`config.mk`:
```
export PLATFORM = sky130hd
export DESIGN_NAME = rdmb_cmd_path
export DESIGN_NICKNAME = d
export VERILOG_FILES = /design/src/design/rdmb_cmd_path.v /design/src/design/rdmb_skid_buf.v
export VERILOG_INCLUDE_DIRS = /design/src /design/src/design
export SDC_FILE = /design/constraint.sdc
export NUM_CORES = 1
export LEC_CHECK = 0
export BUFFER_PORTS_ARGS = -buffer_cell sky130_fd_sc_hd__buf_2
export CORE_ASPECT_RATIO = 1.25
export CORE_MARGIN = 4
export CORE_UTILIZATION = 25
export DETAILED_ROUTE_END_ITERATION = 7
export GPL_ROUTABILITY_DRIVEN = 0
export PLACE_DENSITY = 0.38
export RECOVER_POWER = 25
export SYNTH_ARGS = -nofsm -noshare
export SYNTH_HDL_FRONTEND = slang
export SYNTH_SLANG_ARGS = --single-unit
```
`constraint.sdc`:
```
create_clock -name mclk -period 3.45 [get_ports mclk]
set_clock_uncertainty 0.2 [all_clocks]
set_input_delay 0.5175 -clock mclk [delete_from_list [all_inputs] [get_ports mclk]]
set_output_delay 0.5175 -clock mclk [all_outputs]
set_load 0.005 [all_outputs]
```
`src/design/rdmb_map.vh`:
```
`ifndef RDMB_MAP_VH
`define RDMB_MAP_VH

// ****************************************************************
// mode word field positions
// ****************************************************************
`define RDMB_MW_WIDTH        13
`define RDMB_MW_BL_LSB       0
`define RDMB_MW_BL_MSB       2
`define RDMB_MW_ORDER_BIT    3
`define RDMB_MW_LAT_LSB      4
`define RDMB_MW_LAT_MSB      6
`define RDMB_MW_OPM_LSB      7
`define RDMB_MW_OPM_MSB      12
`define RDMB_MW_DLL_BIT      8
`define RDMB_MW_RESET        13'h0000

// ****************************************************************
// field encodings
// ****************************************************************
`define RDMB_BL_2            3'h1
`define RDMB_BL_4            3'h2
`define RDMB_BL_8            3'h3
`define RDMB_LAT_2           3'h2
`define RDMB_LAT_3           3'h3
`define RDMB_LAT_2P5         3'h6
`define RDMB_OPM_NORMAL      6'h00
`define RDMB_OPM_DLL_RESET   6'h02

// ****************************************************************
// read latency in half link clocks
// ****************************************************************
`define RDMB_HALF_LAT_2      4'h4
`define RDMB_HALF_LAT_2P5    4'h5
`define RDMB_HALF_LAT_3      4'h6

// ****************************************************************
// command codes {select_n, row_n, col_n, we_n} and bank selects
// ****************************************************************
`define RDMB_CMD_LOAD_MODE   4'h0
`define RDMB_CMD_READ        4'h5
`define RDMB_CMD_WRITE       4'h4
`define RDMB_BANK_BASE       2'h0
`define RDMB_BANK_EXT        2'h1

`endif

```
`src/design/rdmb_cmd_path.v`:
```
// Contract
// RQ1 - command and address delayed one link clock
// RQ2 - mode load with banks 00 stores word
// RQ3 - dll reset bit clears itself after write
// RQ4 - mode rewrite never touches stored data
// RQ5 - host loads mode only when idle
// RQ6 - fields: length, order, latency, operating mode
// RQ7 - lengths 2, 4, 8, both orders
// RQ8 - host never programs reserved codes; the testbench loads length code 4 once and the block flags it on mode_reserved
// RQ9 - burst wraps inside aligned block
// RQ10 - low column bits give start offset
// RQ11 - top column bits 9, 11, optionally 12
// RQ12 - order bit: sequential clear, interleaved set
// RQ13 - sequential counts up, interleaved xors count
// RQ14 - read data due at edge n plus m
// RQ15 - host picks latency to suit frequency
// RQ16 - upper bits zero normal, bit 8 dll
// RQ17 - all strobes low is mode load
// RQ18 - length and latency codes, others reserved
// RQ19 - host adds one clock for register stage
`include "rdmb_map.vh"

module rdmb_cmd_path #(
  parameter LARGE_DENSITY = 1'b1   // 1 adds column bit 12
) (
  input  wire        mclk,
  input  wire        reset,
  input  wire        ce,
  input  wire        diff_clock_true,
  input  wire        diff_clock_complement,
  input  wire        cmd_select_n,
  input  wire        row_strobe_n,
  input  wire        col_strobe_n,
  input  wire        write_en_n,
  input  wire        bank_select_low,
  input  wire        bank_select_high,
  input  wire [12:0] addr_in,
  output reg         fwd_select_n,
  output reg         fwd_row_strobe_n,
  output reg         fwd_col_strobe_n,
  output reg         fwd_write_en_n,
  output reg  [1:0]  fwd_bank,
  output reg  [12:0] fwd_addr,
  output reg  [12:0] mode_word,
  output reg         dll_reset_pulse,
  output reg         mode_reserved,
  output reg         rd_data_due,
  output wire        col_valid,
  output wire [11:0] col_addr,
  output wire        col_is_write,
  input  wire        col_ready
);

  // ****************************************************************
  // functions
  // ****************************************************************

  // beats per burst from length code, zero when reserved
  function [3:0] rdmb_beats;
    input [2:0] code;
    begin
      case (code)
        `RDMB_BL_2: rdmb_beats = 4'h2;       // RQ18
        `RDMB_BL_4: rdmb_beats = 4'h4;       // RQ18
        `RDMB_BL_8: rdmb_beats = 4'h8;       // RQ18
        default:    rdmb_beats = 4'h0;
      endcase
    end
  endfunction

  // latency in half link clocks, zero when reserved
  function [3:0] rdmb_half_lat;
    input [2:0] code;
    begin
      case (code)
        `RDMB_LAT_2:   rdmb_half_lat = `RDMB_HALF_LAT_2;   // RQ18
        `RDMB_LAT_2P5: rdmb_half_lat = `RDMB_HALF_LAT_2P5; // RQ18
        `RDMB_LAT_3:   rdmb_half_lat = `RDMB_HALF_LAT_3;   // RQ18
        default:       rdmb_half_lat = 4'h0;
      endcase
    end
  endfunction

  // offset of beat cnt within the block
  function [2:0] rdmb_offset;
    input [2:0] start;
    input [2:0] cnt;
    input       interleave;
    input [3:0] beats;
    reg   [2:0] mask;
    begin
      mask = beats[2:0] - 3'h1;
      if (beats == 4'h8)
        mask = 3'h7;
      if (interleave)
        rdmb_offset = (start ^ cnt) & mask;          // RQ13
      else
        rdmb_offset = (start + cnt) & mask;          // RQ13
    end
  endfunction

  // ****************************************************************
  // pin synchronisers
  // ****************************************************************
  reg [19:0] pin_meta_ff;    // first stage, read only by second
  reg [19:0] pin_sync_ff;    // second stage
  reg        lclk_prev_ff;   // link clock one cycle back

  // two flops per pin; reset looks like link high and deselect
  always @(posedge mclk) begin
    if (reset) begin
      pin_meta_ff  <= 20'hbc000;
      pin_sync_ff  <= 20'hbc000;
      lclk_prev_ff <= 1'b1;
    end else if (ce) begin
      pin_meta_ff  <= {diff_clock_true, diff_clock_complement,
                       cmd_select_n, row_strobe_n, col_strobe_n,
                       write_en_n, bank_select_high, bank_select_low,
                       addr_in[11:0]};
      pin_sync_ff  <= pin_meta_ff;
      lclk_prev_ff <= pin_sync_ff[19];
    end
  end

  wire        s_clk_t  = pin_sync_ff[19];
  wire        s_clk_c  = pin_sync_ff[18];
  wire [3:0]  s_cmd    = pin_sync_ff[17:14];
  wire [1:0]  s_bank   = pin_sync_ff[13:12];
  // rising edge: true goes high while complement is low
  wire        lclk_rise = s_clk_t && !lclk_prev_ff && !s_clk_c;
  // falling edge gives the half clock for latency 2.5
  wire        lclk_fall = !s_clk_t && lclk_prev_ff && s_clk_c;

  // address bit 12 has its own pair, same depth as the rest
  reg a12_meta_ff;
  reg a12_sync_ff;

  // second pair for address bit 12
  always @(posedge mclk) begin
    if (reset) begin
      a12_meta_ff <= 1'b0;
      a12_sync_ff <= 1'b0;
    end else if (ce) begin
      a12_meta_ff <= addr_in[12];
      a12_sync_ff <= a12_meta_ff;
    end
  end

  wire [12:0] s_addr = {a12_sync_ff, pin_sync_ff[11:0]};

  // ****************************************************************
  // command register stage
  // ****************************************************************
  reg [3:0]  stage_cmd_ff;   // captured command strobes
  reg [1:0]  stage_bank_ff;  // captured bank selects
  reg [12:0] stage_addr_ff;  // captured address

  // capture on one link edge, forward on the next
  always @(posedge mclk) begin
    if (reset) begin
      stage_cmd_ff     <= 4'hf;
      stage_bank_ff    <= 2'h0;
      stage_addr_ff    <= 13'h0000;
      fwd_select_n     <= 1'b1;
      fwd_row_strobe_n <= 1'b1;
      fwd_col_strobe_n <= 1'b1;
      fwd_write_en_n   <= 1'b1;
      fwd_bank         <= 2'h0;
      fwd_addr         <= 13'h0000;
    end else if (ce && lclk_rise) begin
      stage_cmd_ff     <= s_cmd;                      // RQ1
      stage_bank_ff    <= s_bank;                     // RQ1
      stage_addr_ff    <= s_addr;                     // RQ1
      fwd_select_n     <= stage_cmd_ff[3];            // RQ1
      fwd_row_strobe_n <= stage_cmd_ff[2];            // RQ1
      fwd_col_strobe_n <= stage_cmd_ff[1];            // RQ1
      fwd_write_en_n   <= stage_cmd_ff[0];            // RQ1
      fwd_bank         <= stage_bank_ff;              // RQ1
      fwd_addr         <= stage_addr_ff;              // RQ1
    end
  end

  // commands act as they leave the stage
  wire is_load  = lclk_rise && (stage_cmd_ff == `RDMB_CMD_LOAD_MODE);
  wire is_read  = lclk_rise && (stage_cmd_ff == `RDMB_CMD_READ);
  wire is_write = lclk_rise && (stage_cmd_ff == `RDMB_CMD_WRITE);

  // ****************************************************************
  // mode word
  // ****************************************************************
  wire [5:0] new_opm = stage_addr_ff[`RDMB_MW_OPM_MSB:`RDMB_MW_OPM_LSB];
  wire [2:0] new_bl  = stage_addr_ff[`RDMB_MW_BL_MSB:`RDMB_MW_BL_LSB];
  wire [2:0] new_lat = stage_addr_ff[`RDMB_MW_LAT_MSB:`RDMB_MW_LAT_LSB];

  // base word only; extended word bank select is not kept here
  always @(posedge mclk) begin
    if (reset) begin
      mode_word       <= `RDMB_MW_RESET;
      dll_reset_pulse <= 1'b0;
      mode_reserved   <= 1'b0;
    end else if (ce) begin
      dll_reset_pulse <= 1'b0;
      if (is_load && stage_bank_ff == `RDMB_BANK_BASE) begin // RQ2 RQ17
        // stored data paths are untouched by a mode load
        mode_word <= stage_addr_ff;                           // RQ2 RQ4
        dll_reset_pulse <= (new_opm == `RDMB_OPM_DLL_RESET);  // RQ16
        mode_reserved <= (rdmb_beats(new_bl) == 4'h0) ||
                         (rdmb_half_lat(new_lat) == 4'h0) ||
                         ((new_opm != `RDMB_OPM_NORMAL) &&
                          (new_opm != `RDMB_OPM_DLL_RESET));  // RQ16 RQ18
      end else if (lclk_rise) begin
        // dll reset bit does not persist past the next edge
        mode_word[`RDMB_MW_DLL_BIT] <= 1'b0;                  // RQ3
      end
    end
  end

  // decoded view of the stored word
  wire [3:0] cur_beats  = rdmb_beats(
                 mode_word[`RDMB_MW_BL_MSB:`RDMB_MW_BL_LSB]);  // RQ6 RQ7
  wire       cur_order  = mode_word[`RDMB_MW_ORDER_BIT];       // RQ6 RQ12
  wire [3:0] cur_half   = rdmb_half_lat(
                 mode_word[`RDMB_MW_LAT_MSB:`RDMB_MW_LAT_LSB]); // RQ6 RQ14

  // ****************************************************************
  // read latency timer
  // ****************************************************************
  reg [3:0] lat_cnt_ff;   // half link clocks since read
  reg       lat_run_ff;   // timer active

  // counts rising and falling link edges after a read
  always @(posedge mclk) begin
    if (reset) begin
      lat_cnt_ff  <= 4'h0;
      lat_run_ff  <= 1'b0;
      rd_data_due <= 1'b0;
    end else if (ce) begin
      rd_data_due <= 1'b0;
      if (is_read && cur_half != 4'h0) begin
        // a newer read restarts the timer unless the stored latency is reserved
        lat_cnt_ff <= 4'h0;
        lat_run_ff <= 1'b1;
      end else if (lat_run_ff && (lclk_rise || lclk_fall)) begin
        if (lat_cnt_ff + 4'h1 == cur_half) begin
          rd_data_due <= 1'b1;                              // RQ14
          lat_run_ff  <= 1'b0;
        end
        lat_cnt_ff <= lat_cnt_ff + 4'h1;
      end
    end
  end

  // ****************************************************************
  // burst column sequencer
  // ****************************************************************
  localparam [1:0] ST_IDLE = 2'b01;   // no burst
  localparam [1:0] ST_RUN  = 2'b10;   // issuing columns

  reg [1:0]  state_ff;       // one-hot state
  reg [11:0] blk_base_ff;    // column with start bits cleared
  reg [2:0]  start_ff;       // start offset in block
  reg [2:0]  beat_ff;        // beat index
  reg [3:0]  beats_ff;       // burst length latched at start
  reg        order_ff;       // burst order latched at start
  reg        wr_ff;          // burst belongs to a write
  wire       buf_in_ready;   // buffer accepts a column

  // column bits: 9..0, 11, and 12 on the larger density
  wire [11:0] new_col = {stage_addr_ff[12] & (LARGE_DENSITY != 0),
                         stage_addr_ff[11],
                         stage_addr_ff[9:0]};                  // RQ11
  wire [2:0]  new_mask = (cur_beats == 4'h8) ? 3'h7 :
                         (cur_beats[2:0] - 3'h1);              // RQ10

  // loads a burst, then emits one column per accepted word
  always @(posedge mclk) begin
    if (reset) begin
      state_ff    <= ST_IDLE;
      blk_base_ff <= 12'h000;
      start_ff    <= 3'h0;
      beat_ff     <= 3'h0;
      beats_ff    <= 4'h0;
      order_ff    <= 1'b0;
      wr_ff       <= 1'b0;
    end else if (ce) begin
      if ((is_read || is_write) && cur_beats != 4'h0) begin
        // a new read or write cuts any burst short unless the stored length is reserved
        blk_base_ff <= new_col & ~{9'h000, new_mask};          // RQ9 RQ10
        start_ff    <= new_col[2:0] & new_mask;                // RQ10
        beat_ff     <= 3'h0;
        beats_ff    <= cur_beats;                              // RQ7
        order_ff    <= cur_order;                              // RQ12
        wr_ff       <= is_write;
        state_ff    <= ST_RUN;
      end else begin
        case (state_ff)
          ST_IDLE: begin
            state_ff <= ST_IDLE;
          end
          ST_RUN: begin
            if (buf_in_ready) begin
              beat_ff <= beat_ff + 3'h1;
              if ({1'b0, beat_ff} == beats_ff - 4'h1)
                state_ff <= ST_IDLE;
            end
          end
          default: begin
            state_ff <= ST_IDLE;
          end
        endcase
      end
    end
  end

  // column of the current beat, wrapped within its block
  wire [11:0] cur_col = blk_base_ff |
      {9'h000, rdmb_offset(start_ff, beat_ff, order_ff, beats_ff)}; // RQ9 RQ13

  // ****************************************************************
  // output buffer
  // ****************************************************************
  rdmb_skid_buf #(
    .W (13)
  ) u_buf (
    .mclk      (mclk),
    .reset     (reset),
    .ce        (ce),
    .in_valid  (state_ff == ST_RUN),
    .in_data   ({wr_ff, cur_col}),
    .in_ready  (buf_in_ready),
    .out_valid (col_valid),
    .out_data  ({col_is_write, col_addr}),
    .out_ready (col_ready)
  );

endmodule // rdmb_cmd_path

```
`src/design/rdmb_skid_buf.v`:
```
// ****************************************************************
// two-entry buffer, outputs straight from flops
// ****************************************************************
module rdmb_skid_buf #(
  parameter W = 14
) (
  input  wire         mclk,
  input  wire         reset,
  input  wire         ce,
  input  wire         in_valid,
  input  wire [W-1:0] in_data,
  output reg          in_ready,
  output reg          out_valid,
  output reg  [W-1:0] out_data,
  input  wire         out_ready
);

  reg         spare_valid;         // second entry occupied
  reg [W-1:0] spare_data;          // second entry word
  reg         nxt_out_valid;
  reg [W-1:0] nxt_out_data;
  reg         nxt_spare_valid;
  reg [W-1:0] nxt_spare_data;

  // next state: head refills from spare first, keeps order
  always @* begin
    nxt_out_valid   = out_valid;
    nxt_out_data    = out_data;
    nxt_spare_valid = spare_valid;
    nxt_spare_data  = spare_data;
    if (!out_valid || out_ready) begin
      // head empties this cycle
      if (spare_valid) begin
        nxt_out_data    = spare_data;
        nxt_out_valid   = 1'b1;
        nxt_spare_valid = in_valid && in_ready;
        nxt_spare_data  = in_data;
      end else begin
        nxt_out_valid = in_valid && in_ready;
        nxt_out_data  = in_data;
      end
    end else if (in_valid && in_ready) begin
      // head stalled, park word in spare
      nxt_spare_valid = 1'b1;
      nxt_spare_data  = in_data;
    end
  end

  // registers; ready drops only once both entries hold words
  always @(posedge mclk) begin
    if (reset) begin
      out_valid   <= 1'b0;
      out_data    <= {W{1'b0}};
      spare_valid <= 1'b0;
      spare_data  <= {W{1'b0}};
      in_ready    <= 1'b1;
    end else if (ce) begin
      out_valid   <= nxt_out_valid;
      out_data    <= nxt_out_data;
      spare_valid <= nxt_spare_valid;
      spare_data  <= nxt_spare_data;
      in_ready    <= !nxt_spare_valid;
    end
  end

endmodule // rdmb_skid_buf

```
After elaboration in Yosys (flattened, before gate mapping)
Cells that the tools add are included.
{"block": "word_totals", "elab_cells": 155, "output_inout_bits": 49, "ff_bits": 157, "inputBits": 25}
{"block": "classes", "n_bitwise": 7, "addsub": 6, "n_eq_ne": 24, "reduce_logical": 46, "muxes": 39}
{"op": "$mux W13", "count": 4}
{"op": "$mux W4", "count": 8}
{"op": "$eq A3 B2 Y1 const B", "count": 8}
{"op": "$pmux W4 S3", "count": 2}
{"op": "$mux W3", "count": 6}
{"op": "$pmux W3 S3", "count": 2}
{"op": "$logic_and A1 B1 Y1", "count": 14}
{"op": "$mux W1", "count": 13}
{"op": "$and A12 B12 Y12", "count": 1}
{"op": "$logic_not A4 Y1", "count": 3}
{"op": "$not A3 Y12", "count": 1}
{"op": "$or A12 B3 Y12", "count": 1}
{"op": "$reduce_and A3 Y1", "count": 4}
{"op": "$reduce_bool A2 Y1", "count": 6}
{"op": "$reduce_and A2 Y1", "count": 5}
{"op": "$and A3 B3 Y3", "count": 3}
{"op": "$eq A4 B3 Y1 const B", "count": 2}
{"op": "$eq A4 B4 Y1 const B", "count": 2}
{"op": "$mux W2", "count": 4}
{"op": "$reduce_bool A4 Y1", "count": 2}
{"op": "$eq A3 B1 Y1 const B", "count": 2}
{"op": "$eq A3 B3 Y1 const B", "count": 2}
{"op": "$eq A6 B2 Y1 const B", "count": 1}
{"op": "$ne A3 B3 Y1 const B", "count": 2}
{"op": "other kinds (15)", "count": 24}

Depth between registers and ports, before layout
Gate-level depths: netlist of the first run.
{"block": "logic_depth", "word_depth": 11, "mapped_depth": 9, "depth_no_buf": 8}

Cells and area by module
Synthesis of the first run repeated with hierarchy kept, for this count alone.
{"block": "hier_totals", "hier_cells": 703, "hier_area_um2": 6389.9}
{"mod": "rdmb_cmd_path", "n_inst": 1, "cells_each": 568, "seq_area_each_um2": 2522.4, "area_per_inst_um2": 4952.2}
{"mod": "rdmb_skid_buf", "n_inst": 1, "cells_each": 135, "seq_area_each_um2": 580.6, "area_per_inst_um2": 1437.6}

Worst setup path before layout of the first run
No wires, ideal clock.
{"block": "synth_timing", "kind": "reg2reg", "startpoint": "register mode_word[1]", "endpoint": "register wr_ff", "setup_ns": 0.070, "path_buffers": 1, "arrival_time_ns": 1.980, "synth_period_minus_slack_ns": 2.251, "path_slack_ns": 1.199, "t_required_ns": 3.180, "stages_incl_launch_ff": 8, "cell_sequence": "dfxtp_1 -> or3b_2 -> ha_1 -> inv_1 -> o21ai_0 -> clkbuf_1 -> or4_1 -> a21oi_1"}
{"block": "synth_between", "elab_chain_len": 5, "elab_cells_between_ends": 7, "cone_classes": "3 x eq/ne; 1 x mux; 3 x reduce/logical"}
{"item": "from (decl)", "line": "rdmb_cmd_path.v:44", "rtl": "output reg [12:0] mode_word,"}
{"item": "from (signal assigned)", "line": "rdmb_cmd_path.v:198", "rtl": "mode_word <= `RDMB_MW_RESET;"}
{"item": "from (signal assigned)", "line": "rdmb_cmd_path.v:205", "rtl": "mode_word <= stage_addr_ff;"}
{"item": "$eq A3 B2 Y1 / $eq A3 B1 Y1 (equally long branches)", "line": "rdmb_cmd_path.v:62", "rtl": "case (code)"}
{"item": "$pmux W4 S3 (*)", "line": "rdmb_cmd_path.v:62"}
{"item": "$reduce_bool A4 Y1 (*)", "line": "rdmb_cmd_path.v:286", "rtl": "if ((is_read || is_write) && cur_beats != 4'h0) begin"}
{"item": "$logic_and A1 B1 Y1 (*)", "line": "rdmb_cmd_path.v:286"}
{"item": "$reduce_and A2 Y1 (no source line) (*)"}
{"item": "to (signal assigned)", "line": "rdmb_cmd_path.v:293", "rtl": "wr_ff <= is_write;"}
{"item": "to (decl)", "line": "rdmb_cmd_path.v:265", "rtl": "reg wr_ff;"}
Mark *: on every way between the ends. The rest lies on a longest branch, timed or not.
A chain may end at the register's enable or synchronous reset.

Final worst setup path of the first run
{"block": "layout_timing", "startpoint": "register mode_word[1]", "endpoint": "register beat_ff[2]"}
{"block": "layout_between", "elab_chain_len": 6, "elab_cells_between_ends": 10, "cone_classes": "3 x eq/ne; 2 x mux; 5 x reduce/logical"}
{"item": "$eq A3 B2 Y1 / $eq A3 B1 Y1 (equally long branches)", "line": "rdmb_cmd_path.v:62"}
{"item": "$pmux W4 S3 (*)", "line": "rdmb_cmd_path.v:62"}
{"item": "$reduce_bool A4 Y1 (*)", "line": "rdmb_cmd_path.v:286"}
{"item": "$logic_and A1 B1 Y1 (*)", "line": "rdmb_cmd_path.v:286"}
{"item": "$reduce_bool A2 Y1 (no source line)"}
{"item": "$reduce_and A3 Y1 (no source line)"}
{"item": "to (signal assigned)", "line": "rdmb_cmd_path.v:302", "rtl": "beat_ff <= beat_ff + 3'h1;"}
{"item": "to (decl)", "line": "rdmb_cmd_path.v:262", "rtl": "reg [2:0] beat_ff;"}
Marks and branches as above.

==> results of run 1 <==
## synthesized netlist by cell type, drive strengths merged, types with 3 or more instances
library cell and count:
nand4 6, o21a 3, or4 3, a2111oi 3, nor2b 5, xnor2 5
nand2 113, dfxtp 155, nand3 49, nor2 51, mux2i 56, and3b 4
nor3 8, o21ai 37, clkbuf 43, ha 7, inv 8, buf 12
xor2 3, nor4 3, a211oi 13, nand2b 3, a21oi 85
## worst min path at each step
stage | from | endpoint | slack, ns
floorplan | pin_sync_ff[12]$_SDFFE_PP0P_ | stage_bank_ff[0]$_SDFFE_PP0P_ | 0.23
global placement | pin_sync_ff[13]$_SDFFE_PP0P_ | stage_bank_ff[1]$_SDFFE_PP0P_ | 0.24
detailed placement | pin_sync_ff[0]$_SDFFE_PP0P_ | stage_addr_ff[0]$_SDFFE_PP0P_ | 0.25
CTS | cmd_select_n | pin_meta_ff[17]$_SDFFE_PP1P_ | 0.11
global route | diff_clock_true | pin_meta_ff[19]$_SDFFE_PP1P_ | 0.13
finish | diff_clock_true | pin_meta_ff[19]$_SDFFE_PP1P_ | 0.13
## where the power goes
group          internal, mW  switching (mW)
logic                0.0520          0.0860
registers              1.82          0.0185
clock network         0.988           0.766
## flip-flops by register name, summed over array words and instances (netlist names), 3 cells and up
| signal | flops |
|---|---|
| mode_word | 13 |
| pin_meta_ff | 20 |
| beats_ff | 3 |
| stage_addr_ff | 13 |
| u_buf.out_data | 13 |
| pin_sync_ff | 20 |
| start_ff | 3 |
| stage_cmd_ff | 4 |
| u_buf.spare_data | 13 |
| fwd_addr | 13 |
| beat_ff | 3 |
| lat_cnt_ff | 4 |
| blk_base_ff | 11 |
## metrics by stage
stage | setup slack (ns) | instance area [µm²] | hold slack [ns] | cells
5_1_grt | 0.965 | 7440 | 0.125 | 1105
3_5_place_dp | 0.883 | 6920 | 0.246 | 1073
2_1_floorplan | 1.20 | 6230 | 0.231 | 711
6_report | 1.14 | 7440 | 0.125 | 1105
3_3_place_gp | 0.911 | 6920 | 0.244 | 1073
4_1_cts | 1.12 | 7470 | 0.106 | 1105
## cells in the final DEF, fill, tap and decap left out, types with 3 or more instances in the layout
master / netlist / layout
sky130_fd_sc_hd__dfxtp_1: 155 / 155
sky130_fd_sc_hd__nand2_1: 113 / 113
sky130_fd_sc_hd__a21oi_1: 85 / 85
sky130_fd_sc_hd__mux2i_1: 56 / 56
sky130_fd_sc_hd__nor2_1: 51 / 50
sky130_fd_sc_hd__nand3_1: 49 / 49
sky130_fd_sc_hd__buf_2: 5 / 46
sky130_fd_sc_hd__o21ai_0: 37 / 37
sky130_fd_sc_hd__clkbuf_1: 43 / 26
sky130_fd_sc_hd__clkbuf_16: 0 / 17
sky130_fd_sc_hd__buf_4: 0 / 15
sky130_fd_sc_hd__a211oi_1: 13 / 13
sky130_fd_sc_hd__inv_1: 8 / 8
sky130_fd_sc_hd__nor3_1: 7 / 7
sky130_fd_sc_hd__ha_1: 7 / 7
sky130_fd_sc_hd__nand4_1: 6 / 6
sky130_fd_sc_hd__xnor2_1: 5 / 5
sky130_fd_sc_hd__nor2b_1: 5 / 5
sky130_fd_sc_hd__inv_6: 0 / 4
sky130_fd_sc_hd__and3b_1: 3 / 3
sky130_fd_sc_hd__o21a_1: 3 / 3
sky130_fd_sc_hd__nand2b_1: 3 / 3
sky130_fd_sc_hd__a2111oi_0: 3 / 3
sky130_fd_sc_hd__xor2_1: 3 / 3
sky130_fd_sc_hd__clkinv_4: 0 / 3
sky130_fd_sc_hd__clkbuf_8: 0 / 3
## worst min-delay path, cell delays in order
cell	delay [ns]
sky130_fd_sc_hd__buf_2	0.08
sky130_fd_sc_hd__mux2i_1	0.06
sky130_fd_sc_hd__nand2_1	0.06
## logic make-up (layout without fill, tap and decap cells)
| logic type | count (synthesis) | count (layout) | share of synthesized area [%] |
|---|---|---|---|
| and+or+nand+nor | 259 | 259 | 19.3 |
| DFF | 155 | 155 | 49.8 |
| adders and majority gates | 9 | 9 | 1.89 |
| buffers and inverters | 63 | 127 | 3.90 |
| muxes | 58 | 58 | 9.42 |
| xor gates and xnor gates | 8 | 8 | 1.12 |
| AOI/OAI and AO/OA | 159 | 159 | 14.6 |
## metal layers
metal,track usage [%],vias to the layer above
li1,-,2567
met1,16.5,2323
met2,20.0,95
met3,2.43,15
met4,4.03,0
met5,0,-
## cell type report
class,count,share of cell area (%)
Timing Repair Buffer,87,5.92
Sequential cell,155,41.7
Inverter,8,0.404
Clock buffer,21,6.33
Tap cell,330,5.55
Multi-Input combinational cell,493,38.9
Clock inverter,11,1.16
==> Flow_metrics.wiki, run 1 <==
{| class="wikitable"
! Metric !! Value
|-
| Status || finished, final reports clean
|-
| Met3 WL post-DR || 550 µm
|-
| Post-synthesis to final-layout area growth || 19.4%
|-
| Period utilisation layout || 67.0%
|-
| Reg-to-reg critical path endpoint || beat_ff[2]$_SDFFE_PP0P_
|-
| Number of global-route vias before repair || 4971
|-
| Buffers inserted by post-CTS timing repair || 0
|-
| Die Wd || 149 µm
|-
| Total die area || 27500 µm²
|-
| Biggest fanout along the worst timing path || 24
|-
| Clock insertion delay at the later pin of the skew report || 0.42 ns
|-
| Critical path buffers and inverters || 2
|-
| Cell-by-cell listing of the critical path || or3b_2, ha_1, inv_1, o21a_1, buf_4, a21oi_1, a211o_1
|-
| Peak supply drop || 0.339 mV
|-
| Drt initial violations || 239
|-
| Cell type with the largest total area after synthesis || sky130_fd_sc_hd__dfxtp_1
|-
| Post-Syn Area || 6230 µm²
|-
| Highest clock frequency the design can meet || 432 MHz
|-
| Core Region || 24500 µm²
|-
| Initial core utilization || 25.4%
|-
| Pin count of the biggest net entering global routing || 95
|-
| Number of inserted filler cells in the final layout || 2636
|-
| GRT Resource Usage Total || 12.3%
|-
| Transition time of the tightest slew-check pin || 0.977 ns
|-
| Number of pins with negative max-slew slack in the final report || 0
|-
| Leading register cell type out of synthesis || sky130_fd_sc_hd__dfxtp_1
|-
| Crit path capture || beat_ff[2]$_SDFFE_PP0P_
|-
| Detail Route met2 WL || 7.67 mm
|-
| Post-layout power || 3.73 mW
|-
| Critical path depth || 7
|-
| Antenna-violating nets left || 0
|-
| Worst min path class || primary input to register
|-
| Post-Synthesis Cells || 711
|-
| P_leak || 2.75 nW
|-
| Family with the most delay on the worst path || compound AO/OA/AOI/OAI gates
|-
| Master of the slowest instance on the critical path || sky130_fd_sc_hd__or3b_2
|-
| Wire length of the first global-routing pass || 27.0 mm
|-
| Clock buffer depth || 2
|-
| Number of optimization iterations in the first detailed-route pass || 5
|-
| Count of final hold-check violations || 0
|-
| Number of distinct library cells after synthesis || 57
|-
| Data required time at the worst endpoint || 3.55 ns
|-
| Top routing layer in use || met4
|-
| Synthesis-stage register bit count || 155
|-
| Vias || 5000
|-
| Sinks on the clock net || 155
|-
| Share of post-route cells with drive strength above 1 || 14.2%
|-
| I/O Buffers || 73
|-
| Slack of the worst reg-to-reg path || 1.14 ns
|-
| Logic depth of the worst register-to-register path || 7
|-
| Count of hold-fix buffers inserted at cts || 0
|-
| Hpwl dp || 11.2 mm
|-
| Leading post-synthesis cells by cell area || sky130_fd_sc_hd__dfxtp_1, sky130_fd_sc_hd__mux2i_1, sky130_fd_sc_hd__a21oi_1
|-
| CP Class || register to register
|-
| Worst flop-to-flop path startpoint || mode_word[1]$_SDFFE_PP0P_
|-
| Clk root buf || sky130_fd_sc_hd__clkbuf_16
|-
| Pwr/cell area || 502 nW/µm²
|-
| Layout Nets || 795
|-
| Footprint of the multi-input gates || 2890 µm²
|-
| Initial antenna violation count || 0
|-
| DR vias/cell || 4.52
|-
| Synthesized Nets || 744
|-
| Hold path depth || 3
|-
| GRT Residual Overflow || 0
|-
| TritonCTS clock tree || done
|-
| Fraction of the core area covered by cells at the end of the flow || 30.4%
|-
| Critical Path Source || mode_word[1]$_SDFFE_PP0P_
|-
| Number of buffers created by CTS || 17
|-
| Worst slew slack as a fraction of its limit || 34.9%
|-
| Critical Path Start Type || register
|-
| Endpoint class of the critical path || register
|-
| Critical path data arrival time || 2.42 ns
|-
| Maximum single-stage delay on the critical path || 0.48 ns
|-
| Seq/Total Area, Yosys || 49.8%
|-
| CTS HTree Levels || 4
|-
| RSZ-0062 raised after global routing || false
|-
| Site row count || 64
|-
| Setup_tns || 0 ns
|-
| Async set or reset register ratio after synthesis || 0%
|-
| WL/cell || 14.8 µm
|-
| Max_cap viols || 0
|-
| Number of setup violations in the final report || 0
|-
| Avg Cell Area, Syn || 8.76 µm²
|-
| Vertical die dimension || 185 µm
|-
| Final worst path period need || 2.31 ns
|-
| Sum of routed wire length over all layers || 16.4 mm
|-
| CTS resizes || 0
|-
| DRC Markers || 0
|-
| Ports || 74
|-
| Number of warnings printed during yosys synthesis || 0
|-
| Number of enable flip-flop cells after synthesis || 0
|-
| Fraction of synthesized cell area taken by the top area cell type || 49.8%
|-
| Final antenna diode count || 0
|-
| Area of all sequential standard cells || 3100 µm²
|-
| Clock-pin slew on the worst setup and hold paths || 0.06 ns
|-
| WL met1 || 7.93 mm
|}
Power figures use the tool's default switching activity.
==> inputs of run 2 (changes only) <==
Settings changed: PLACE_DENSITY 0.38 to 0.39.
Clock period 3.45 ns to 1.98 ns, I/O delays scaled along.
==> run 2 against run 1 <==
Via count increased by 5.3%. Cell area increased by 11%. Critical path depth decreased by 3. Final cell count increased by 5.5%. Die area unchanged. Largest power group is now the clock network.
==> Flow_metrics.wiki, run 2 (synthesized netlist as in run 1, its figures left out) <==
{| class="wikitable"
! Metric !! Value
|-
| Data required time at the worst endpoint || 2.08 ns (was 3.55 ns)
|-
| Wire length of the first global-routing pass || 27.4 mm (was 27.0 mm)
|-
| Setup ws final || 0.0281 ns (was 1.14 ns)
|-
| Critical path data arrival time || 2.06 ns (was 2.42 ns)
|-
| Status || finished, final reports clean (unchanged)
|-
| Max_cap viols || 0 (unchanged)
|-
| Biggest fanout along the worst timing path || 4 (was 24)
|-
| Largest registers || pin_meta_ff: 20 flops, pin_sync_ff: 20 flops (unchanged)
|-
| Final antenna diode count || 0 (unchanged)
|-
| Placed cell count || 1110 (was 1073)
|-
| Site row count || 64 (unchanged)
|-
| Total die area || 27500 µm² (unchanged)
|-
| I/O Buffers || 73 (unchanged)
|-
| Hpwl dp || 11.9 mm (was 11.2 mm)
|-
| DRC Markers || 0 (unchanged)
|-
| WL/cell || 14.6 µm (was 14.8 µm)
|-
| Period utilisation layout || 98.6% (was 67.0%)
|-
| Initial core utilization || 25.4% (unchanged)
|-
| Antenna-violating nets left || 0 (unchanged)
|-
| Critical Path Start Type || register (unchanged)
|-
| GRT Resource Usage Total || 12.5% (was 12.3%)
|-
| Share of post-route cells with drive strength above 1 || 20.2% (was 14.2%)
|-
| Clock insertion delay at the later pin of the skew report || 0.42 ns (about the same)
|-
| Number of setup violations in the final report || 0 (unchanged)
|-
| Final standard cell count with taps included and fillers excluded || 1166 (was 1105)
|-
| Clock buffer depth || 2 (unchanged)
|-
| Pin count of the biggest net entering global routing || 67 (was 95)
|-
| Endpoint class of the critical path || register (unchanged)
|-
| Vertical die dimension || 185 µm (unchanged)
|-
| Initial antenna violation count || 0 (unchanged)
|-
| Ports || 74 (unchanged)
|-
| GRT Residual Overflow || 0 (unchanged)
|-
| Number of pins with negative max-slew slack in the final report || 0 (unchanged)
|-
| Transition time of the tightest slew-check pin || 0.722 ns (was 0.977 ns)
|-
| Most common cell after layout, fill and taps aside || sky130_fd_sc_hd__dfxtp_1 (unchanged)
|-
| Clk root buf || sky130_fd_sc_hd__clkbuf_16 (unchanged)
|-
| Drt initial violations || 228 (was 239)
|-
| Fraction of the core area covered by cells at the end of the flow || 33.6% (was 30.4%)
|-
| Count of final hold-check violations || 0 (unchanged)
|-
| CP Class || register to register (unchanged)
|-
| Die Wd || 149 µm (unchanged)
|-
| Cell-by-cell listing of the critical path || or2_2, or4_4, and3_4, mux2_4 (was or3b_2, ha_1, inv_1, o21a_1, buf_4, a21oi_1, a211o_1)
|-
| Layout Nets || 857 (was 795)
|-
| P_leak || 3.11 nW (was 2.75 nW)
|-
| Worst min path class || primary input to register (unchanged)
|-
| TritonCTS clock tree || done (unchanged)
|-
| Number of global-route vias before repair || 5150 (was 4971)
|-
| DR vias/cell || 4.52 (about the same)
|-
| Peak supply drop || 0.562 mV (was 0.339 mV)
|-
| Sum of routed wire length over all layers || 17.0 mm (was 16.4 mm)
|-
| Number of optimization iterations in the first detailed-route pass || 4 (was 5)
|-
| Post-synthesis to final-layout area growth || 31.9% (was 19.4%)
|-
| Sinks on the clock net || 155 (unchanged)
|-
| Master of the slowest instance on the critical path || sky130_fd_sc_hd__or4_4 (was sky130_fd_sc_hd__or3b_2)
|-
| Highest clock frequency the design can meet || 512 MHz (was 432 MHz)
|-
| Maximum single-stage delay on the critical path || 0.53 ns (was 0.48 ns)
|-
| Worst Setup Slack post-DPL || -0.0634 ns (was 0.883 ns)
|-
| Worst slew slack as a fraction of its limit || 51.9% (was 34.9%)
|-
| Core Region || 24500 µm² (unchanged)
|-
| Most frequent cells in the layout || sky130_fd_sc_hd__dfxtp_1, sky130_fd_sc_hd__nand2_1, sky130_fd_sc_hd__a21oi_1 (unchanged)
|-
| Number of buffers created by CTS || 17 (unchanged)
|-
| Pwr/cell area || 840 nW/µm² (was 502 nW/µm²)
|-
| Fin Hold WS || 0.223 ns (was 0.125 ns)
|-
| CTS HTree Levels || 4 (unchanged)
|-
| Vias || 5265 (was 5000)
|-
| Clock-pin slew on the worst setup and hold paths || 0.06 ns (about the same)
|-
| Final worst path period need || 1.95 ns (was 2.31 ns)
|}
run 2: final timing paths:
check	start	to	slack (ns)	cells past startpoint
max reg2reg	stage_cmd_ff[1]$_SDFFE_PP1P_	lat_cnt_ff[0]$_SDFFE_PP0P_	0.03	4
max	stage_cmd_ff[1]$_SDFFE_PP1P_	lat_cnt_ff[0]$_SDFFE_PP0P_	0.03	4
min	ce	rd_data_due$_SDFFE_PP0P_	0.22	4
min reg2reg	fwd_addr[9]$_SDFFE_PP0P_	fwd_addr[9]$_SDFFE_PP0P_	0.26	2
run 2: area by class of cell:
cell class / instances / area (µm²)
Multi-Input combinational cell: 493 / 2990
Timing Repair Buffer: 149 / 1070
Clock buffer: 23 / 478
Fill cell: 2670 / 16300
Tap cell: 330 / 413
Inverter: 8 / 30.0
Sequential cell: 155 / 3110
Clock inverter: 8 / 133
run 2: critical path, delay by kind of cell (launching register included):
family / cells / cell delay (ns)
AND/OR/NAND/NOR: 3 / 1.07
flip-flops: 1 / 0.31
multiplexers: 1 / 0.25
run 2: per-layer routing:
| layer | wire length [µm] | vias up | share of wire, % | global-route usage (%) |
|---|---|---|---|---|
| met2 | 8430 | 86 | 49 | 21.6 |
| met3 | 513 | 19 | 3.0 | 2.36 |
| li1 | - | 2702 | - | - |
| met4 | 241 | 0 | 1.4 | 4.36 |
| met5 | 0 | - | 0 | 0 |
| met1 | 7860 | 2458 | 46 | 15.8 |
run 2: report_power, final:
| part | switching [mW] | total (mW) | internal (mW) |
|---|---|---|---|
| clock network | 1.30 | 3.40 | 2.09 |
| registers | 0.0301 | 3.20 | 3.17 |
| logic | 0.164 | 0.303 | 0.139 |
run 2: timing repair:
action,in CTS,in global routing
gates cloned,0,2
endpoints found under the setup margin,4,38
gates resized for setup,2,25
pin swaps,2,9
hold endpoints to repair,24,0
setup buffers,0,0
hold buffers,23,0
run 2: stage by stage:
stage / area (µm²) / setup TNS (ns) / power (mW)
after floorplan: 6260 / -0.00806 / 3.44
after global placement: 7290 / -0.0166 / 3.54
after detailed placement: 7290 / -0.127 / 3.55
after CTS: 8140 / 0 / 7.01
after global routing: 8220 / -0.00788 / 7.17
final: 8220 / 0 / 6.90
==> inputs of run 3 (changes only) <==
Settings changed: CORE_ASPECT_RATIO 1.25 to 1.2.
==> run 3 against run 2 <==
Utilization rose by 0.70 points. Worst hold slack got worse by 0.12 ns. Routed wire length grew 2.1%. Clock-buffer cell count shrank 3. Critical path type unchanged. Highest routed layer unchanged. Non-clock buffer count up 5.
==> Flow_metrics.wiki, run 3 (synthesized netlist as in run 1, its figures left out) <==
{| class="wikitable"
! Metric !! Value
|-
| Number of optimization iterations in the first detailed-route pass || 4 (unchanged)
|-
| CP Class || register to register (unchanged)
|-
| Most common cell after layout, fill and taps aside || sky130_fd_sc_hd__dfxtp_1 (unchanged)
|-
| Core Region || 24600 µm² (was 24500 µm²)
|-
| Initial core utilization || 25.3% (was 25.4%)
|-
| Antenna-violating nets left || 0 (unchanged)
|-
| Area of placed instances || 7290 µm² (about the same)
|-
| P_leak || 3.20 nW (was 3.11 nW)
|-
| Final antenna diode count || 0 (unchanged)
|-
| Vias || 5384 (was 5265)
|-
| Wire length of the first global-routing pass || 28.3 mm (was 27.4 mm)
|-
| Hpwl dp || 11.9 mm (about the same)
|-
| Peak supply drop || 0.575 mV (was 0.562 mV)
|-
| Family with the most delay on the worst path || simple AND/OR/NAND/NOR gates (unchanged)
|-
| Vertical die dimension || 181 µm (was 185 µm)
|-
| Worst slew slack as a fraction of its limit || 70.6% (was 51.9%)
|-
| CTS HTree Levels || 4 (unchanged)
|-
| Share of post-route cells with drive strength above 1 || 24.9% (was 20.2%)
|-
| Number of pins with negative max-slew slack in the final report || 0 (unchanged)
|-
| Number of inserted filler cells in the final layout || 2606 (was 2670)
|-
| Max_cap viols || 0 (unchanged)
|-
| Count of final hold-check violations || 0 (unchanged)
|-
| Number of setup violations in the final report || 0 (unchanged)
|-
| DRC Markers || 0 (unchanged)
|-
| Pin count of the biggest net entering global routing || 89 (was 67)
|-
| Clk root buf || sky130_fd_sc_hd__clkbuf_16 (unchanged)
|-
| Die Wd || 152 µm (was 149 µm)
|-
| Status || finished, final reports clean (unchanged)
|-
| Highest clock frequency the design can meet || 515 MHz (was 512 MHz)
|-
| Pwr/cell area || 838 nW/µm² (was 840 nW/µm²)
|-
| Biggest fanout along the worst timing path || 8 (was 4)
|-
| Critical path data arrival time || 2.10 ns (was 2.06 ns)
|-
| DR vias/cell || 4.61 (was 4.52)
|-
| Critical path buffers and inverters || 3 (was 0)
|-
| Post-synthesis to final-layout area growth || 35.2% (was 31.9%)
|-
| TritonCTS clock tree || done (unchanged)
|-
| Final worst path period need || 1.94 ns (was 1.95 ns)
|-
| Clock-pin slew on the worst setup and hold paths || 0.06 ns (about the same)
|-
| Data required time at the worst endpoint || 2.14 ns (was 2.08 ns)
|-
| Master of the slowest instance on the critical path || sky130_fd_sc_hd__or3b_4 (was sky130_fd_sc_hd__or4_4)
|-
| Sum of routed wire length over all layers || 17.4 mm (was 17.0 mm)
|-
| Period utilisation layout || 98.1% (was 98.6%)
|-
| Critical Path Start Type || register (unchanged)
|-
| Clock insertion delay at the later pin of the skew report || 0.42 ns (about the same)
|-
| Total die area || 27500 µm² (about the same)
|-
| Cell-by-cell listing of the critical path || or3b_4, buf_6, nor3_4, buf_6, clkbuf_16, nand3_4, a21oi_2 (was or2_2, or4_4, and3_4, mux2_4)
|-
| Transition time of the tightest slew-check pin || 0.440 ns (was 0.722 ns)
|-
| Cell repeated most along the worst path || sky130_fd_sc_hd__buf_6
|-
| GRT Residual Overflow || 0 (unchanged)
|-
| I/O Buffers || 73 (unchanged)
|-
| Clock buffer depth || 2 (unchanged)
|-
| Number of global-route vias before repair || 5194 (was 5150)
|-
| Initial antenna violation count || 0 (unchanged)
|-
| WL/cell || 14.9 µm (was 14.6 µm)
|-
| Ports || 74 (unchanged)
|-
| Fraction of the core area covered by cells at the end of the flow || 34.3% (was 33.6%)
|-
| Sinks on the clock net || 155 (unchanged)
|-
| Layout Nets || 863 (was 857)
|-
| GRT Resource Usage Total || 12.5% (about the same)
|-
| Endpoint class of the critical path || register (unchanged)
|-
| Drt initial violations || 264 (was 228)
|-
| Final instance area || 8420 µm² (was 8220 µm²)
|-
| Number of buffers created by CTS || 17 (unchanged)
|-
| Site row count || 63 (was 64)
|-
| RSZ-0062 raised after global routing || true
|-
| Most frequent cells in the layout || sky130_fd_sc_hd__dfxtp_1, sky130_fd_sc_hd__nand2_1, sky130_fd_sc_hd__a21oi_1 (unchanged)
|-
| Post-layout power || 7.06 mW (was 6.90 mW)
|-
| Worst min path class || primary input to register (unchanged)
|-
| Largest registers || pin_meta_ff: 20 flops, pin_sync_ff: 20 flops (unchanged)
|-
| Maximum single-stage delay on the critical path || 0.41 ns (was 0.53 ns)
|}
## run 3: cell count changes in the layout (fill, tap and decap cells not counted), moves of 5 or more
cell,change
sky130_fd_sc_hd__nand3_2,+5
sky130_fd_sc_hd__a21oi_1,-11
sky130_fd_sc_hd__buf_2,+8
sky130_fd_sc_hd__nand3_1,-9
sky130_fd_sc_hd__a21oi_2,+11
sky130_fd_sc_hd__clkbuf_1,-11
## run 3: what timing repair did
item,4_1_cts,5_1_grt
endpoints found under the setup margin,25,41
buffers inserted,2,1
resized for setup,4,54
pin swaps,5,24
gates cloned,1,2
hold endpoints to repair,27,0
hold buffers,23,0
## run 3: stage by stage
step | cells | hold slack, ns | setup slack [ns] | TNS (ns)
after floorplan | 711 | 0.225 | -0.00806 | -0.00806
after global placement | 1108 | 0.245 | -0.0382 | -0.170
after detailed placement | 1108 | 0.246 | -0.0979 | -1.14
after CTS | 1165 | 0.108 | 0.00507 | 0
after global routing | 1167 | 0.130 | -0.0457 | -0.594
final | 1167 | 0.107 | 0.0378 | 0
## run 3: worst paths after layout
check / startpoint / end / slack [ns] / cells past startpoint
hold / removal: ce / rd_data_due$_SDFFE_PP0P_ / 0.11 / 4
setup / recovery: pin_sync_ff[18]$_SDFFE_PP0P_ / blk_base_ff[7]$_SDFFE_PP0P_ / 0.04 / 7
hold reg to reg: fwd_addr[8]$_SDFFE_PP0P_ / fwd_addr[8]$_SDFFE_PP0P_ / 0.25 / 2
setup reg to reg: pin_sync_ff[18]$_SDFFE_PP0P_ / blk_base_ff[7]$_SDFFE_PP0P_ / 0.04 / 7
## run 3: final cells by class
type	instances	area [µm²]	area share, %
timing repair buffer	154	1120	13.3
clock buffer	20	457	5.42
clock inverter	11	181	2.15
sequential	155	3110	37.0
inverter	8	32.5	0.386
multi-input combinational	494	3110	36.9
tap	325	407	4.83
## run 3: tightest hold or removal path: cells and delay by family
family,cells,cell delay [ns]
compound gates,1,0.06
buf+inv,2,0.24
simple gates,1,0.09
## run 3: per-layer routing
metal	routed length (µm)	global-route usage [%]	vias to the layer above
li1	-	-	2703
met1	8120	16.6	2569
met2	8430	20.7	93
met3	587	2.56	19
met4	272	3.78	0
met5	0	0	-
## run 3: power breakdown
part           total (mW)  internal (mW)  switching (mW)
registers            3.20           3.17          0.0302
logic               0.306          0.142           0.165
clock network        3.55           2.19            1.35
total                7.06           5.51            1.55
